--- src/gpr_pkg.sv ---
package gpr_pkg;
  localparam int NUM_PORTS = 8;
  localparam int PORT_PINS = 8;
  localparam int NUM_PINS = NUM_PORTS * PORT_PINS;
  localparam int FABRIC_PORTS = 4;
  localparam int FABRIC_PINS = FABRIC_PORTS * PORT_PINS;
  localparam int MODE_W = 3;
  localparam int SRC_W = 2;
  localparam int EDGE_W = 2;

  typedef enum logic [2:0] {
    GPR_DM_OFF = 3'h0,
    GPR_DM_INPUT = 3'h1,
    GPR_DM_RES_UP = 3'h2,
    GPR_DM_RES_DOWN = 3'h3,
    GPR_DM_OPEN_DRAIN = 3'h4,
    GPR_DM_OPEN_SOURCE = 3'h5,
    GPR_DM_STRONG = 3'h6,
    GPR_DM_WEAK = 3'h7
  } gpr_drive_t;

  // Matrix source codes
  localparam logic [1:0] SRC_DATA = 2'h0;
  localparam logic [1:0] SRC_FIXED = 2'h1;
  localparam logic [1:0] SRC_FABRIC = 2'h2;

  // Edge select bits
  localparam int EDGE_RISE_BIT = 0;
  localparam int EDGE_FALL_BIT = 1;

  localparam logic [NUM_PINS-1:0] PINS_RESET = 64'h0000_0000_0000_0000;
endpackage

--- src/gpr_port_top.sv ---
`timescale 1ns/100ps
module gpr_port_top (
  // Clock and reset
  input wire logic clk,
  input wire logic reset_n,
  // Per-pin configuration, plus the single global hold enable
  input wire logic [gpr_pkg::NUM_PINS*gpr_pkg::MODE_W-1:0] driveMode,
  input wire logic [gpr_pkg::NUM_PINS-1:0] inDisable,
  input wire logic [gpr_pkg::NUM_PINS-1:0] outDisable,
  input wire logic [gpr_pkg::NUM_PINS-1:0] thresholdLvttl,
  input wire logic [gpr_pkg::NUM_PINS-1:0] slewSlow,
  input wire logic [gpr_pkg::NUM_PINS*gpr_pkg::SRC_W-1:0] sourceSel,
  input wire logic holdEn,
  // Data output register write
  input wire logic doutWrite,
  input wire logic [2:0] doutPort,
  input wire logic [gpr_pkg::PORT_PINS-1:0] doutData,
  // Matrix sources
  input wire logic [gpr_pkg::NUM_PINS-1:0] fixedOut,
  input wire logic [gpr_pkg::FABRIC_PINS-1:0] programmableLogicBlockOut,
  // Interrupt control
  input wire logic [gpr_pkg::NUM_PINS-1:0] intEnable,
  input wire logic [gpr_pkg::NUM_PINS*gpr_pkg::EDGE_W-1:0] intEdgeSel,
  input wire logic [gpr_pkg::NUM_PINS-1:0] intClear,
  // Pads
  input wire logic [gpr_pkg::NUM_PINS-1:0] pinIn,
  output logic [gpr_pkg::NUM_PINS-1:0] pinOut,
  output logic [gpr_pkg::NUM_PINS-1:0] pinOe,
  output logic [gpr_pkg::NUM_PINS-1:0] pinPullUp,
  output logic [gpr_pkg::NUM_PINS-1:0] pinPullDown,
  output logic [gpr_pkg::NUM_PINS-1:0] pinWeak,
  output logic [gpr_pkg::NUM_PINS-1:0] pinInEn,
  output logic [gpr_pkg::NUM_PINS-1:0] pinSlewSlow,
  output logic [gpr_pkg::NUM_PINS-1:0] pinLvttl,
  // Status and routing
  output logic [gpr_pkg::NUM_PINS-1:0] dataOut,
  output logic [gpr_pkg::NUM_PINS-1:0] pinState,
  output logic [gpr_pkg::FABRIC_PINS-1:0] programmableLogicBlockIn,
  output logic [gpr_pkg::NUM_PINS-1:0] intStatus,
  output logic [gpr_pkg::NUM_PORTS-1:0] portServiceVector
);
  import gpr_pkg::*;

  // Pad control group
  logic [NUM_PINS-1:0] padOut_q, padOut_d;
  logic [NUM_PINS-1:0] padOe_q, padOe_d;
  logic [NUM_PINS-1:0] pullUp_q, pullUp_d;
  logic [NUM_PINS-1:0] pullDown_q, pullDown_d;
  logic [NUM_PINS-1:0] weak_q, weak_d;
  logic [NUM_PINS-1:0] inEn_q, inEn_d;
  logic [NUM_PINS-1:0] slew_q, slew_d;
  logic [NUM_PINS-1:0] lvttl_q, lvttl_d;
  // Cell outputs
  logic [NUM_PINS-1:0] cellOut, cellOe, cellUp, cellDown, cellWeak, cellInEn;
  logic [NUM_PINS-1:0] matrixOut;
  // Data, sampling and interrupt groups
  logic [NUM_PINS-1:0] dataOut_q, dataOut_d;
  logic [NUM_PINS-1:0] pinState_q, pinState_d;
  logic [NUM_PINS-1:0] prevState_q, prevState_d;
  logic [NUM_PINS-1:0] status_q, status_d;
  logic [NUM_PINS-1:0] pinEvent;
  logic primed_q, primed_d;

  function automatic logic [SRC_W-1:0] srcOf(input int pin);
    srcOf = sourceSel[pin*SRC_W +: SRC_W];
  endfunction

  // Matrix and pin cells
  for (genvar i = 0; i < NUM_PINS; i++) begin : g_pin
    always_comb begin
      matrixOut[i] = dataOut_q[i];
      if (srcOf(i) == SRC_FIXED) begin
        matrixOut[i] = fixedOut[i];
      end else if (srcOf(i) == SRC_FABRIC && i < FABRIC_PINS) begin
        matrixOut[i] = programmableLogicBlockOut[i % FABRIC_PINS];
      end
    end

    gpr_pin_cell u_cell (
      .driveMode(gpr_drive_t'(driveMode[i*MODE_W +: MODE_W])),
      .outDisable(outDisable[i]),
      .inDisable(inDisable[i]),
      .outValue(matrixOut[i]),
      .padOut(cellOut[i]),
      .padOe(cellOe[i]),
      .padPullUp(cellUp[i]),
      .padPullDown(cellDown[i]),
      .padWeak(cellWeak[i]),
      .padInEn(cellInEn[i])
    );
  end

  // Pad state latches while hold is on
  always_comb begin
    padOut_d = padOut_q;
    padOe_d = padOe_q;
    pullUp_d = pullUp_q;
    pullDown_d = pullDown_q;
    weak_d = weak_q;
    inEn_d = inEn_q;
    slew_d = slew_q;
    lvttl_d = lvttl_q;
    if (!holdEn) begin
      padOut_d = cellOut;
      padOe_d = cellOe;
      pullUp_d = cellUp;
      pullDown_d = cellDown;
      weak_d = cellWeak;
      inEn_d = cellInEn;
      slew_d = slewSlow;
      lvttl_d = thresholdLvttl;
    end
  end

  always_ff @(posedge clk or negedge reset_n) begin
    if (!reset_n) begin
      padOut_q <= PINS_RESET;
      padOe_q <= PINS_RESET;
      pullUp_q <= PINS_RESET;
      pullDown_q <= PINS_RESET;
      weak_q <= PINS_RESET;
      inEn_q <= PINS_RESET;
      slew_q <= PINS_RESET;
      lvttl_q <= PINS_RESET;
    end else begin
      padOut_q <= padOut_d;
      padOe_q <= padOe_d;
      pullUp_q <= pullUp_d;
      pullDown_q <= pullDown_d;
      weak_q <= weak_d;
      inEn_q <= inEn_d;
      slew_q <= slew_d;
      lvttl_q <= lvttl_d;
    end
  end

  // Data output register, one port byte per write
  always_comb begin
    dataOut_d = dataOut_q;
    if (doutWrite) begin
      dataOut_d[doutPort*PORT_PINS +: PORT_PINS] = doutData;
    end
  end

  always_ff @(posedge clk or negedge reset_n) begin
    if (!reset_n) begin
      dataOut_q <= PINS_RESET;
    end else begin
      dataOut_q <= dataOut_d;
    end
  end

  // Pin state sampling, frozen during hold
  always_comb begin
    pinState_d = pinState_q;
    if (!holdEn) begin
      pinState_d = pinIn & cellInEn;
    end
    // First sample after reset seeds both, so no false edge
    prevState_d = primed_q ? pinState_q : pinState_d;
    primed_d = 1'b1;
    for (int i = 0; i < NUM_PINS; i++) begin
      pinEvent[i] = intEnable[i] &&
        ((intEdgeSel[i*EDGE_W+EDGE_RISE_BIT] && pinState_q[i] && !prevState_q[i]) ||
         (intEdgeSel[i*EDGE_W+EDGE_FALL_BIT] && !pinState_q[i] && prevState_q[i]));
    end
    status_d = (status_q & ~intClear) | pinEvent;
  end

  always_ff @(posedge clk or negedge reset_n) begin
    if (!reset_n) begin
      pinState_q <= PINS_RESET;
      prevState_q <= PINS_RESET;
      status_q <= PINS_RESET;
      primed_q <= 1'b0;
    end else begin
      pinState_q <= pinState_d;
      prevState_q <= prevState_d;
      status_q <= status_d;
      primed_q <= primed_d;
    end
  end

  always_comb begin
    for (int p = 0; p < NUM_PORTS; p++) begin
      portServiceVector[p] =
        |(status_q[p*PORT_PINS +: PORT_PINS] & intEnable[p*PORT_PINS +: PORT_PINS]);
    end
  end

  assign pinOut = padOut_q;
  assign pinOe = padOe_q;
  assign pinPullUp = pullUp_q;
  assign pinPullDown = pullDown_q;
  assign pinWeak = weak_q;
  assign pinInEn = inEn_q;
  assign pinSlewSlow = slew_q;
  assign pinLvttl = lvttl_q;
  assign dataOut = dataOut_q;
  assign pinState = pinState_q;
  assign programmableLogicBlockIn = pinState_q[FABRIC_PINS-1:0];
  assign intStatus = status_q;

  // Checks
  logic afterReset_q;

  always_ff @(posedge clk or negedge reset_n) begin
    if (!reset_n) begin
      afterReset_q <= 1'b0;
    end else begin
      afterReset_q <= 1'b1;
    end
  end
endmodule

--- src/gpr_pin_cell.sv ---
`timescale 1ns/100ps
module gpr_pin_cell (
  // Configuration
  input wire gpr_pkg::gpr_drive_t driveMode,
  input wire logic outDisable,
  input wire logic inDisable,
  // Value from matrix
  input wire logic outValue,
  // Pad controls
  output logic padOut,
  output logic padOe,
  output logic padPullUp,
  output logic padPullDown,
  output logic padWeak,
  output logic padInEn
);
  import gpr_pkg::*;

  logic oeRaw;

  always_comb begin
    oeRaw = 1'b0;
    padOut = outValue;
    padPullUp = 1'b0;
    padPullDown = 1'b0;
    padWeak = 1'b0;
    unique case (driveMode)
      GPR_DM_OFF, GPR_DM_INPUT: begin
        oeRaw = 1'b0;
      end
      GPR_DM_RES_UP: begin
        oeRaw = !outValue;
        padPullUp = 1'b1;
      end
      GPR_DM_RES_DOWN: begin
        oeRaw = outValue;
        padPullDown = 1'b1;
      end
      GPR_DM_OPEN_DRAIN: begin
        oeRaw = !outValue;
      end
      GPR_DM_OPEN_SOURCE: begin
        oeRaw = outValue;
      end
      GPR_DM_STRONG: begin
        oeRaw = 1'b1;
      end
      GPR_DM_WEAK: begin
        padWeak = 1'b1;
        padPullUp = outValue;
        padPullDown = !outValue;
      end
    endcase
    padOe = oeRaw && !outDisable;
    padInEn = (driveMode != GPR_DM_OFF) && !inDisable;
  end
endmodule

--- config.mk ---
export PLATFORM = sky130hd
export DESIGN_NAME = gpr_port_top
export DESIGN_NICKNAME = d
export VERILOG_FILES = /design/src/gpr_pkg.sv /design/src/gpr_port_top.sv /design/src/gpr_pin_cell.sv
export SDC_FILE = /design/constraint.sdc
export NUM_CORES = 1
export LEC_CHECK = 0
export ABC_CLOCK_PERIOD_IN_PS = 1900
export BUFFER_PORTS_ARGS = -buffer_cell sky130_fd_sc_hd__buf_2
export CORE_AREA = 2 2 679 681
export CTS_BUF_LIST = sky130_fd_sc_hd__clkbuf_8
export DETAILED_ROUTE_END_ITERATION = 16
export DIE_AREA = 0 0 681 683
export SLEW_MARGIN = 20
export SYNTH_ARGS = -nofsm -noshare
export SYNTH_HDL_FRONTEND = slang
export SYNTH_SLANG_ARGS = --single-unit
--- constraint.sdc ---
create_clock -name clk -period 1.9 [get_ports clk]
set_clock_uncertainty 0.15 [all_clocks]
set_input_delay 0.475 -clock clk [delete_from_list [all_inputs] [get_ports clk]]
set_output_delay 0.475 -clock clk [all_outputs]
set_load 0.02 [all_outputs]
==> metrics.yaml <==
outcome: "finished with violations"
violations: "negative setup slack"
synth-main-ff-cell: "dfrtp_1"
grtUsageMet2_pct: 27.0
cts_tree: "built"
critPathKind: "reg -> out"
crit_path_end_kind: "primary output"
ys_ff_latch: 769
final_common_cell: "dlygate4sd3_1"
final_cells: 13820
ys_types: 49
io_buffers: 1750
synth.avg_cell_area_um2: 9.71
top_usage_layer: "met2"
ant_nets: 0
place.gp.congestion: 0.993
worstPathArrival_ns: 2.22
power.density_nw_per_um2: 774
mostFrequentLayoutCells: "dlygate4sd3_1 (1198), buf_2 (1010), nand2_1 (799)"
antenna_found_initial: 241
cp_max_fo: 2
rsz0062_at_grt: "yes"
yosysSeqAreaShare_pct: 52.9
dp_hpwl_um: 331000
finalWirelength_um: 401000
clock_latency_ns: 1.03
globalRouteTotalUtil_pct: 16.2
initial_core_util_pct: 7.94
post-route-min-period_ns: 2.85
synth_nets: 4757
htreeDepth: 4
via_per_inst: 3.46
hold_viol: 0
cts_sinks: 769
synth_cells: 3747
dp.cells: 11836
yosysTopAreaCell: "dfrtp_1"
overflow: 0
required_ns: 1.27
yosys_warnings: 0
met3_usage_pct: 7.31
vias: 47852
startpoint_type: "register"
root_buffer: "clkbuf_8"
nets: 8444
finalWorstSetupSlack_ns: -0.948
syn_area_um2: 36400
ys_top_cells_by_area: "dfrtp_1 (53%), nand2_1 (8.3%), o21ai_0 (6.8%)"
tightest_slew_ns: 0.774
synth_top_cell_area_share_pct: 52.9
grt_pass1_wl_um: 490000
wl_per_cell_um: 29.0
clk_pin_slew_ns: 0.06
clockBufferDepth: 4
totalPowerFinal_w: 0.0636
die_w_um: 681
core_area_um2: 458000
synth-async-reset-ratio_pct: 100
setup_viol: 805
drc: 0
p_leak_nw: 36.1
grt_max_degree: 80
maxSlewHeadroom_pct: 48.3
ios: 1751
slew_violations: 0
final_layout_size_suffix_gt1_share_pct: 43.0
synthToLayoutAreaGrowth_pct: 126
synth_edf_count: 0
cap_violations: 0
grt_use_met1_pct: 17.0
first_pass_iters: 8
grt_pass1_vias: 46970
die-area_um2: 465000
vdd_drop_max_mv: 0.503
fmax_mhz: 351
drtIter0Drc: 3504
fin_crit_sh_pct: 150
worstHoldPathType: "in -> reg"
rows: 249
cts_buffers: 164
fp.dieH_um: 683
## metal layers
layer / vias up / part of all wire (%)
met2: 2918 / 47
met4: 90 / 6.8
met1: 23241 / 35
met3: 1004 / 12
met5: - / 0.16
li1: 20599 / -
## worst paths after layout
path,startpoint,to,slack (ns),cells after the start
worst max-delay path,intStatus[30],portServiceVector[3],-0.95,4
worst min-delay path,sourceSel[47],pinOut[23],0.05,6
worst max register to register,dataOut[3],pinOe[3],-0.26,8
worst min register to register,pinOut[14],pinOut[14],0.36,2
max in group asynchronous,reset_n,pinOut[19],0.03,5
min in group asynchronous,reset_n,pinPullDown[8],0.54,4
## flip-flops by register name, summed over array words and instances, names as in the netlist, 64 cells and up
name,count
prevState_q,64
pinOut,64
pinWeak,64
intStatus,64
pinSlewSlow,64
pinOe,64
pinPullDown,64
pinLvttl,64
dataOut,64
pinInEn,64
pinPullUp,64
pinState,64
## synth_stat cells (54+ instances only)
| cell | instances |
|---|---|
| nand3_1 | 59 |
| o22ai_1 | 64 |
| a21o_1 | 57 |
| nand2_1 | 802 |
| buf_2 | 82 |
| nor2_1 | 165 |
| o31ai_1 | 85 |
| o21ai_0 | 498 |
| nand2b_1 | 54 |
| nor3_1 | 122 |
| inv_1 | 148 |
| clkbuf_1 | 113 |
| mux2i_1 | 126 |
| a22o_1 | 58 |
| dfrtp_1 | 769 |
| mux2_2 | 166 |
## where the power goes
part           internal, W  leakage [nW]  switching (W)
registers           0.0181          9.78        0.00179
clock network       0.0106          1.90        0.00946
logic               0.0110          24.5         0.0126
## logic make-up (layout without fill, tap and decap cells)
kind of cell	after synthesis	in the layout	share of synthesized area, %
buffers and inverters	395	4201	4.80
flip-flops	769	769	52.9
multiplexers	323	323	9.88
other	1	119	0.0103
adder cells (fa/ha/maj)	3	3	0.103
AND/OR/NAND/NOR	1322	1322	15.8
AO/OA/AOI/OAI	934	934	16.6
## metrics by stage
step	hold WS (ns)	util [%]	TNS [ns]	cell area [um^2]	setup slack, ns
2_1_floorplan	0.0294	-	-6.16	36500	-0.239
3_3_place_gp	0.310	12.3	-96.55	56400	-1.05
3_5_place_dp	0.314	12.3	-97.38	56400	-0.990
4_1_cts	0.000608	17.4	-352.42	79800	-1.07
5_1_grt	0.0132	17.9	-303.36	82000	-1.04
6_report	0.0467	17.9	-218.05	82200	-0.948
## area by class of cell
cell class | instances | area [um^2]
Fill cell | 50211 | 376000
Timing Repair Buffer | 3768 | 34400
Sequential cell | 769 | 19400
Multi-Input combinational cell | 2583 | 16500
Tap cell | 6149 | 7690
Clock buffer | 192 | 2640
Clock inverter | 93 | 729
Inverter | 148 | 576
Antenna cell | 118 | 295
## critical path, cell delays in order, from the launching register on
cell	delay (ns)
dfrtp_1	0.42
a22oi_2	0.19
buf_4	0.17
nand4_1	0.19
buf_6	0.21
## repair_timing
item,CTS,global route
hold endpoints to repair,1535,15
endpoints found under the setup margin,784,938
gates cloned,0,1
hold buffers,1202,16
pin swaps,46,91
gates resized for setup,1872,326
setup buffers,282,147
No activity file was read; power rests on OpenSTA's default activity.
